--- config.mk ---
export PLATFORM = sky130hd
export DESIGN_NAME = tphf_framer
export DESIGN_NICKNAME = d
export VERILOG_FILES = /design/src/verilog/tphf_pkg.sv /design/src/verilog/tphf_framer.sv
export SDC_FILE = /design/constraint.sdc
export NUM_CORES = 1
export LEC_CHECK = 0
export BUFFER_PORTS_ARGS = -buffer_cell sky130_fd_sc_hd__buf_4
export CORE_ASPECT_RATIO = 0.7
export CORE_MARGIN = 2
export CORE_UTILIZATION = 47
export CTS_CLUSTER_DIAMETER = 80
export CTS_CLUSTER_SIZE = 12
export DETAILED_ROUTE_END_ITERATION = 8
export GPL_TIMING_DRIVEN = 0
export PLACE_DENSITY = 0.73
export RECOVER_POWER = 25
export SETUP_SLACK_MARGIN = 0.05
export SLEW_MARGIN = 40
export SYNTH_ARGS = -nofsm -noshare
export SYNTH_HDL_FRONTEND = slang
export SYNTH_SLANG_ARGS = --single-unit
--- constraint.sdc ---
create_clock -name clk -period 2.4 [get_ports clk]
set_clock_uncertainty 0.1 [all_clocks]
set_input_delay 0.48 -clock clk [delete_from_list [all_inputs] [get_ports clk]]
set_output_delay 0.48 -clock clk [all_outputs]
set_load 0.01 [all_outputs]
--- src/verilog/tphf_pkg.sv ---
// Package for the tunnel packet header framer: field codes, layout, register map.
// Assumes a single 200 MHz clock domain and a byte-wide header output stream.
package tphf_pkg;
   localparam logic [1:0]  TPHF_RTP_VERSION      = 2'h2;
   localparam logic [3:0]  TPHF_CONTRIBUTOR_CNT  = 4'h0;
   localparam logic [1:0]  TPHF_TUNNEL_REVISION  = 2'h1;
   localparam logic [6:0]  TPHF_PT_DATA_SOURCE   = 7'h51;
   localparam logic [6:0]  TPHF_PT_LINK_LAYER    = 7'h52;
   localparam logic [6:0]  TPHF_PT_XMIT_LINK     = 7'h61;
   localparam int          TPHF_HDR_BYTES        = 16;
   localparam logic [3:0]  TPHF_LAST_BYTE        = 4'hf;
   // Register offsets on the plain register port (word index)
   localparam logic [3:0]  TPHF_REG_CTRL         = 4'h0;
   localparam logic [3:0]  TPHF_REG_SEQ          = 4'h1;
   localparam logic [3:0]  TPHF_REG_XLINK_TIME   = 4'h2;
   localparam logic [3:0]  TPHF_REG_STATUS       = 4'h3;
   localparam logic [3:0]  TPHF_REG_EXT_LEN      = 4'h4;
   localparam logic [3:0]  TPHF_REG_COUNT        = 4'h5;
   // Reset values
   localparam logic [15:0] TPHF_SEQ_RESET        = 16'h0000;
   localparam logic [6:0]  TPHF_PT_RESET         = 7'h51;

   // Request from the packer: what this tunnel packet holds
   typedef struct packed {
      logic        start_present;   // An inner packet begins in this payload
      logic [15:0] start_offset;    // Bytes from header end to that start
      logic        info_present;    // Any inner information header present
      logic [31:0] earliest_time;   // Seconds[15:0] then fraction[15:0]
      logic        padding;
      logic        extension;
      logic [15:0] ext_len;         // Extension length in 32-bit words
      logic        is_control;      // Control-report packet, never framed
   } tphf_req_t;

   typedef enum logic [1:0] {
      TPHF_IDLE = 2'b00,
      TPHF_EMIT = 2'b01,
      TPHF_DONE = 2'b11
   } tphf_state_t;
endpackage

--- src/verilog/tphf_framer.sv ---
// Tunnel packet header framer: builds the 16-byte fixed header and emits it bytewise.
// Assumes the packer sends payloads of one fixed size and the UDP/IPv4 multicast
// wrapper sits downstream; control bits come over a plain register port.
`timescale 1ns/1ps
module tphf_framer
   import tphf_pkg::*;
#(
   parameter int SEQ_W = 16
) (
   input  wire logic        clk,
   input  wire logic        rst,
   // Register port
   input  wire logic [3:0]  reg_addr,
   input  wire logic [31:0] reg_wdata,
   input  wire logic        reg_wr,
   input  wire logic        reg_rd,
   output logic [31:0]      reg_rdata,
   // Request from the packer
   input  wire logic        req_valid,
   input  tphf_req_t        req,
   output logic             req_ready,
   // Byte stream of the header, MSB of each field first
   output logic             hdr_valid,
   output logic [7:0]       hdr_byte,
   output logic             hdr_last,
   input  wire logic        hdr_ready,
   // Sideband for the multicast wrapper
   output logic             pkt_done,
   output logic             pkt_dropped
);

   // Elaboration check: the sequence counter and read-back assume 16 bits
   if (SEQ_W != 16) begin : gen_seq_w_check
      $error("tphf_framer: sequence number must be 16 bits");
   end

   ////////////////////////////////////////////////////////////////////////////
   // Registers

   logic [6:0]       pt_reg;
   logic [1:0]       chan_reg;
   logic [SEQ_W-1:0] seq_reg;
   logic [31:0]      xlink_time_reg;
   logic [15:0]      ext_len_reg;
   logic             ext_lock_reg;
   logic             ext_err_reg;
   logic             ctrl_drop_reg;
   logic [15:0]      count_reg;
   logic [127:0]     hdr_reg;
   logic [3:0]       idx_reg;
   tphf_state_t      state_reg;
   logic             busy;

   assign busy = (state_reg != TPHF_IDLE);
   // Handshake output is combinational; only idle framer takes a request
   assign req_ready = !busy;

   wire take = req_valid && req_ready;
   wire send = hdr_valid && hdr_ready;
   wire last = send && (idx_reg == TPHF_LAST_BYTE);

   // Mode control; retuning the type mid-packet would split a stream, so only idle
   always_ff @(posedge clk) begin
      if (rst) begin
         pt_reg   <= TPHF_PT_RESET;
         chan_reg <= 2'h0;
      end else if (reg_wr && reg_addr == TPHF_REG_CTRL && !busy) begin
         pt_reg   <= reg_wdata[6:0];
         chan_reg <= reg_wdata[9:8];
      end
   end

   // Sequence counter: software seeds it, each sent header advances it
   always_ff @(posedge clk) begin
      if (rst) begin
         seq_reg <= TPHF_SEQ_RESET;
      end else if (last) begin
         seq_reg <= seq_reg + 16'h0001;                // wraps at 65536
      end else if (reg_wr && reg_addr == TPHF_REG_SEQ && !busy) begin
         seq_reg <= reg_wdata[15:0];
      end
   end

   // Latest-delivery time used for transmitter-link packets
   always_ff @(posedge clk) begin
      if (rst) begin
         xlink_time_reg <= 32'h0000_0000;              // zero is best effort
      end else if (reg_wr && reg_addr == TPHF_REG_XLINK_TIME) begin
         xlink_time_reg <= reg_wdata;
      end
   end

   // Extension length locks on first extended packet; later mismatches flag an error
   always_ff @(posedge clk) begin
      if (rst) begin
         ext_len_reg  <= 16'h0000;
         ext_lock_reg <= 1'b0;
         ext_err_reg  <= 1'b0;
      end else begin
         if (take && req.extension && !req.is_control && !ext_lock_reg) begin
            ext_len_reg  <= req.ext_len;
            ext_lock_reg <= 1'b1;
         end
         // Set wins over a same-cycle clear
         if (take && !req.is_control && ext_lock_reg &&
             (!req.extension || req.ext_len != ext_len_reg)) begin
            ext_err_reg <= 1'b1;
         end else if (reg_wr && reg_addr == TPHF_REG_STATUS && reg_wdata[0]) begin
            ext_err_reg <= 1'b0;
         end
      end
   end

   // Sticky flag for refused control packets; set wins over clear
   always_ff @(posedge clk) begin
      if (rst) begin
         ctrl_drop_reg <= 1'b0;
      end else if (take && req.is_control) begin
         ctrl_drop_reg <= 1'b1;
      end else if (reg_wr && reg_addr == TPHF_REG_STATUS && reg_wdata[1]) begin
         ctrl_drop_reg <= 1'b0;
      end
   end

   // Count of headers sent, for software sanity checks
   always_ff @(posedge clk) begin
      if (rst) begin
         count_reg <= 16'h0000;
      end else if (last) begin
         count_reg <= count_reg + 16'h0001;
      end
   end

   ////////////////////////////////////////////////////////////////////////////
   // Header assembly

   logic [31:0] time_word;
   logic [15:0] mode_bits;
   logic [15:0] offset_word;

   // Time word depends on payload type
   always_comb begin
      if (pt_reg == TPHF_PT_DATA_SOURCE || pt_reg == TPHF_PT_LINK_LAYER) begin
         // Seconds low half then fraction half
         time_word = req.info_present ? req.earliest_time : 32'h0000_0000;
      end else if (pt_reg == TPHF_PT_XMIT_LINK) begin
         time_word = xlink_time_reg;
      end else begin
         time_word = 32'h0000_0000;
      end
   end

   // Revision plus type-dependent tail bits
   always_comb begin
      if (pt_reg == TPHF_PT_XMIT_LINK) begin
         // Two zero bits, duplication bits from chan_reg, then ten zero bits
         mode_bits = {TPHF_TUNNEL_REVISION, 2'h0, chan_reg, 10'h000};
      end else begin
         mode_bits = {TPHF_TUNNEL_REVISION, 14'h0000};
      end
   end

   // Offset only meaningful with marker; zero otherwise keeps the field clean
   assign offset_word = req.start_present ? req.start_offset : 16'h0000;

   // Capture the whole header at request time so later input changes cannot tear it
   always_ff @(posedge clk) begin
      if (rst) begin
         hdr_reg <= 128'h0;
      end else if (take && !req.is_control) begin
         hdr_reg <= {TPHF_RTP_VERSION,
                     req.padding,
                     req.extension,
                     TPHF_CONTRIBUTOR_CNT,
                     req.start_present,
                     pt_reg,
                     seq_reg,
                     time_word,
                     mode_bits,
                     offset_word,
                     32'h0000_0000};                   // Fields fill 12 bytes; last 4 go out as zero
      end else if (send) begin
         hdr_reg <= {hdr_reg[119:0], 8'h00};           // MSB byte first
      end
   end

   ////////////////////////////////////////////////////////////////////////////
   // Emission state machine

   always_ff @(posedge clk) begin
      if (rst) begin
         state_reg <= TPHF_IDLE;
      end else begin
         case (state_reg)
            TPHF_IDLE: begin
               if (take && !req.is_control) begin
                  state_reg <= TPHF_EMIT;
               end
            end
            TPHF_EMIT: begin
               if (last) begin
                  state_reg <= TPHF_DONE;
               end
            end
            TPHF_DONE: begin
               state_reg <= TPHF_IDLE;
            end
            default: begin
               state_reg <= TPHF_IDLE;
            end
         endcase
      end
   end

   // Byte index within the 16-byte header
   always_ff @(posedge clk) begin
      if (rst) begin
         idx_reg <= 4'h0;
      end else if (take) begin
         idx_reg <= 4'h0;
      end else if (send) begin
         idx_reg <= idx_reg + 4'h1;
      end
   end

   // Completion and drop pulses for the multicast wrapper
   always_ff @(posedge clk) begin
      if (rst) begin
         pkt_done    <= 1'b0;
         pkt_dropped <= 1'b0;
      end else begin
         pkt_done    <= last;                          // wrapper adds UDP/IPv4
         pkt_dropped <= take && req.is_control;
      end
   end

   assign hdr_valid = (state_reg == TPHF_EMIT);
   assign hdr_byte  = hdr_reg[127:120];
   assign hdr_last  = hdr_valid && (idx_reg == TPHF_LAST_BYTE);

   ////////////////////////////////////////////////////////////////////////////
   // Register read port, data one cycle after the strobe

   always_ff @(posedge clk) begin
      if (rst) begin
         reg_rdata <= 32'h0000_0000;
      end else if (reg_rd) begin
         case (reg_addr)
            TPHF_REG_CTRL:       reg_rdata <= {22'h0, chan_reg, 1'b0, pt_reg};
            TPHF_REG_SEQ:        reg_rdata <= {16'h0, seq_reg};
            TPHF_REG_XLINK_TIME: reg_rdata <= xlink_time_reg;
            TPHF_REG_STATUS:     reg_rdata <= {28'h0, busy, ext_lock_reg, ctrl_drop_reg, ext_err_reg};
            TPHF_REG_EXT_LEN:    reg_rdata <= {16'h0, ext_len_reg};
            TPHF_REG_COUNT:      reg_rdata <= {16'h0, count_reg};
            default:             reg_rdata <= 32'h0000_0000;
         endcase
      end else begin
         reg_rdata <= 32'h0000_0000;
      end
   end

endmodule

==> reports/summary.log <==
INFO  clock_network  clkLatencyLatePin=510ps
INFO  synth          ys_seq_elements=228
INFO  cells_and_area layout-area-overhead-vs-synth=19.3%
INFO  sta            fmax=0.436GHz
INFO  sta            final-setup-viol-count=0
INFO  worst_setup_path ordered_cell_list_for_the_critical_path=ha_2 -> and3_4 -> buf_6 -> and2_1 -> buf_4
INFO  power          p_seq_share=51.0%
INFO  cells_and_area fin_cells=1,614
INFO  power          clkPwrFrac=39.6%
INFO  sta            layout_min_cycle_time=2290ps
INFO  grt            number_of_antenna_violations_at_the_first_check_in_global_routing=2
INFO  worst_setup_path critical_path_peak_fanout=10
INFO  power          leakage_power_of_the_design=0.00428uW
INFO  cells_and_area number_of_flip_flops_under_the_largest_register_name=96
INFO  worst_setup_path cp_data_arrival_time=1710ps
INFO  die            top_level_pins=156
INFO  grt            grt_util_met1=42.6%
INFO  routing        dr.first_iter.drc_count=1,116
INFO  worst_setup_path regToRegSetupSlack=180ps
INFO  worst_setup_path r2r-start=state_reg[0]
INFO  placed_design  gpl.final_weighted_congestion=0.957
INFO  power          pwr-share-comb=9.4%
INFO  placed_design  port-buffer-count=148
INFO  die            core=20,700um^2
INFO  clock_network  cts_buffer_depth=3
INFO  die            die_h=126um
INFO  clock_network  ctsHtreeMaxLevel=1
INFO  grt            largest_net_degree_at_the_start_of_global_routing=13
INFO  worst_setup_path crit-reg2reg-capture=hdr_reg[99]
INFO  grt            grt_pass1_wl=50.3mm
INFO  sta            timing.slew.headroom=43.0%
INFO  flow_run       cap_violations=0
INFO  grt            grt_util_met3=10.8%
INFO  synth          asyncSetResetFlopFracSynth=0%
INFO  sta            worst-slew-pin-transition=853ps
INFO  synth          synthesis.yosys.warnings=0
INFO  worst_setup_path critical-path-max-stage-delay=360ps
INFO  clock_network  worst_setup_hold_path_clk_slew=60ps
INFO  clock_network  tritoncts=done
INFO  power          power.density_cell_area=652nW/um^2
INFO  worst_setup_path worstRegToRegCells=7
INFO  sta            final.period_utilization=95.6%
INFO  clock_network  tritoncts_num_sinks=228
INFO  worst_setup_path startpoint=idx_reg[1]
INFO  grt            globalRoute.totalOverflow=0
INFO  routing        total_number_of_vias=9,706
INFO  worst_setup_path crit_path_top_delay_cell=sky130_fd_sc_hd__dfxtp_1
INFO  routing        final_antenna_net_count=0
INFO  cells_and_area final_nets=1,452
INFO  worst_setup_path critPathRequiredTime=1820ps
INFO  routing        post-route-drc-count=0
INFO  run_status     run_status=finished, final reports clean
INFO  power          power_report.internal_total=5850uW
INFO  power          switching_share=24.3%
INFO  worst_setup_path path_class=register to primary output
INFO  placed_design  dp_hpwl=25.2mm
INFO  sta            final-hold-violation-count=0
INFO  cells_and_area finish.instance_area=11,800um^2
INFO  routing        avgViaCountPerCell=6.01
INFO  grt            via_count_of_the_first_global_routing_pass=8,775
INFO  placed_design  place_inst=1,590
INFO  cells_and_area final_layout_size_suffix_gt1_share=14.2%
INFO  sta            rsz0062_at_grt=false
INFO  placed_design  postPlaceCellArea=11,400um^2
INFO  worst_setup_path nature_of_the_critical_path_startpoint=register
INFO  synth          synth_cell_types=54
INFO  synth          synth.avg_cell_area=8.51um^2
INFO  die            die_w=178um
INFO  worst_setup_path cp-endpoint=hdr_last
INFO  synth          synthCells=1,166
INFO  synth          syn-num-nets=1,280
INFO  synth          synth-main-ff-cell=sky130_fd_sc_hd__dfxtp_1
INFO  sta            maxSlewViolCount=0
INFO  synth          count_of_flip_flops_with_a_built_in_enable_after_synthesis=0
INFO  sta            holdWs=67.4ps
INFO  synth          syn_area=9920um^2
INFO  routing        wire_per_inst=20.6um
INFO  die            start_util=47.9%
INFO  grt            grt_use_total=29.1%
INFO  worst_hold_path hold_class=primary input to register
INFO  worst_setup_path worst_setup_path_end_kind=primary output
INFO  clock_network  root_buffer=sky130_fd_sc_hd__clkbuf_16
INFO  clock_network  cts_made_buffers=22
INFO  die            num_rows=44
INFO  power          net-switching-power=1870uW
INFO  grt            globalRouteMet2Util=39.6%
INFO  power          worst_case_vdd_ir_drop=0.000435V
INFO  grt            global_route.peak_usage_layer=met1
INFO  clock_network  cts_setup_buffers=0
INFO  routing        drt_pass_1_iters=7
INFO  routing        postRouteWirelength=33.3mm
INFO  synth          synth-seq-area-share=46.0%
INFO  die            die_area=22,300um^2
[repair_timing]
item                                    CTS  global route
endpoints found under the setup margin   60            57
pin swaps                                 0             1
hold buffers                              0             0
gates resized for setup                   5             8
endpoints found under the hold margin     0             0
[worst max-delay path, delay by kind of cell (launching register included)]
family / cells / cell delay [ps]
fa+ha+maj: 1 / 210
flops: 1 / 360
simple gates: 2 / 350
buf+inv: 2 / 270
[how the worst min path moves through the flow]
stage,from,to,slack (ps),cells after the start
floorplan,hdr_reg[40],hdr_reg[48],330,2
global placement,hdr_reg[55],hdr_reg[63],340,2
detailed placement,hdr_reg[55],hdr_reg[63],350,2
CTS,req[60],hdr_reg[40],70,3
global route,req[63],hdr_reg[43],80,3
finish,req[60],hdr_reg[40],70,3
[cell families after synthesis]
family,synth area share (%)
AO/OA/AOI/OAI,20.1
buffers and inverters,5.21
adder cells (fa/ha/maj),0.378
multiplexers,4.14
AND/OR/NAND/NOR,21.9
flip-flops,46.0
XOR/XNOR,2.21
[routing by layer]
layer | wire (um) | share of wire (%)
met5 | 13 | 0.039
met3 | 4400 | 13
met1 | 14700 | 44
met2 | 13200 | 40
met4 | 984 | 3.0
[layout make-up]
type,count,area [um^2]
well taps,276,345
clock buffers,23,576
multi-input cells,826,4860
plain buffers,105,500
diodes,1,2.50
repair buffers,148,961
fillers,1975,8860
inverters,7,26.3
flip-flops and latches,228,4570
[synth_stat cells (2+ instances only)]
cell type / number / area share [%]
sky130_fd_sc_hd__a32oi_1: 34 / 3.0
sky130_fd_sc_hd__o211ai_1: 3 / 0.23
sky130_fd_sc_hd__o22a_1: 32 / 2.8
sky130_fd_sc_hd__dfxtp_1: 228 / 46
sky130_fd_sc_hd__a31o_2: 2 / 0.18
sky130_fd_sc_hd__nand3_1: 39 / 2.0
sky130_fd_sc_hd__a21oi_1: 107 / 5.4
sky130_fd_sc_hd__ha_1: 3 / 0.38
sky130_fd_sc_hd__xor2_1: 11 / 0.97
sky130_fd_sc_hd__nand2_1: 259 / 9.8
sky130_fd_sc_hd__o21ai_0: 18 / 0.91
sky130_fd_sc_hd__xnor2_1: 14 / 1.2
sky130_fd_sc_hd__nor4_1: 4 / 0.25
sky130_fd_sc_hd__and3_1: 10 / 0.63
sky130_fd_sc_hd__inv_1: 7 / 0.26
sky130_fd_sc_hd__nor2_1: 73 / 2.8
sky130_fd_sc_hd__o31ai_1: 5 / 0.38
sky130_fd_sc_hd__nand4_1: 11 / 0.69
sky130_fd_sc_hd__nor3_1: 4 / 0.20
sky130_fd_sc_hd__nand3b_1: 2 / 0.15
sky130_fd_sc_hd__mux2i_1: 41 / 4.1
sky130_fd_sc_hd__buf_4: 11 / 0.83
sky130_fd_sc_hd__a221oi_1: 2 / 0.18
sky130_fd_sc_hd__buf_2: 26 / 1.3
sky130_fd_sc_hd__a311oi_1: 27 / 2.4
sky130_fd_sc_hd__a2bb2oi_1: 2 / 0.18
sky130_fd_sc_hd__nor4b_4: 2 / 0.48
sky130_fd_sc_hd__and4_1: 7 / 0.62
sky130_fd_sc_hd__nor4bb_1: 3 / 0.30
sky130_fd_sc_hd__a222oi_1: 7 / 0.71
sky130_fd_sc_hd__buf_6: 3 / 0.34
sky130_fd_sc_hd__nand4b_1: 2 / 0.18
sky130_fd_sc_hd__a31oi_1: 22 / 1.4
sky130_fd_sc_hd__and3b_1: 2 / 0.18
sky130_fd_sc_hd__buf_1: 8 / 0.30
sky130_fd_sc_hd__o311ai_0: 3 / 0.26
sky130_fd_sc_hd__and2_1: 20 / 1.3
sky130_fd_sc_hd__a22oi_1: 22 / 1.7
sky130_fd_sc_hd__clkbuf_1: 57 / 2.2
sky130_fd_sc_hd__or3_1: 12 / 0.76
sky130_fd_sc_hd__or4_1: 8 / 0.61
[cells in the final DEF (no fill, tap or decap), types with 4 or more instances in the layout]
cell | synthesis | final
sky130_fd_sc_hd__mux2i_1 | 41 | 41
sky130_fd_sc_hd__xor2_1 | 11 | 11
sky130_fd_sc_hd__inv_1 | 7 | 7
sky130_fd_sc_hd__a21oi_1 | 107 | 107
sky130_fd_sc_hd__a32oi_1 | 34 | 34
sky130_fd_sc_hd__xnor2_1 | 14 | 14
sky130_fd_sc_hd__buf_4 | 11 | 117
sky130_fd_sc_hd__or4_1 | 8 | 8
sky130_fd_sc_hd__or3_1 | 12 | 12
sky130_fd_sc_hd__dfxtp_1 | 228 | 226
sky130_fd_sc_hd__and4_1 | 7 | 7
sky130_fd_sc_hd__clkbuf_1 | 57 | 96
sky130_fd_sc_hd__a311oi_1 | 27 | 27
sky130_fd_sc_hd__o21ai_0 | 18 | 18
sky130_fd_sc_hd__a22oi_1 | 22 | 22
sky130_fd_sc_hd__and2_1 | 20 | 19
sky130_fd_sc_hd__nor4_1 | 4 | 4
sky130_fd_sc_hd__buf_1 | 8 | 8
sky130_fd_sc_hd__nor2_1 | 73 | 72
sky130_fd_sc_hd__nand3_1 | 39 | 39
sky130_fd_sc_hd__o22a_1 | 32 | 32
sky130_fd_sc_hd__and3_1 | 10 | 9
sky130_fd_sc_hd__clkbuf_16 | 0 | 23
sky130_fd_sc_hd__buf_2 | 26 | 23
sky130_fd_sc_hd__buf_6 | 3 | 4
sky130_fd_sc_hd__o31ai_1 | 5 | 5
sky130_fd_sc_hd__nand2_1 | 259 | 259
sky130_fd_sc_hd__nand4_1 | 11 | 11
sky130_fd_sc_hd__a222oi_1 | 7 | 7
sky130_fd_sc_hd__a31oi_1 | 22 | 22
sky130_fd_sc_hd__nor3_1 | 4 | 4
[through the flow]
step / setup TNS (ps) / setup WS (ps) / power (uW) / utilization [%]
after floorplan: 0 / 414 / 4390 / -
after global placement: -10980 / -303 / 4720 / 55.0
after detailed placement: -11030 / -296 / 4720 / 55.0
after CTS: 0 / 77.1 / 7730 / 57.9
after global routing: 0 / 57.5 / 7950 / 57.2
final: 0 / 106 / 7720 / 57.2
[power by group through the flow]
| stage | clock (uW) | combinational, uW | sequential [uW] |
|---|---|---|---|
| floorplan | 0 | 395 | 3990 |
| global placement | 0 | 697 | 4020 |
| detailed placement | 0 | 704 | 4020 |
| CTS | 3080 | 710 | 3940 |
| global route | 3230 | 777 | 3950 |
| finish | 3060 | 727 | 3940 |
Power figures use the tool's default switching activity.
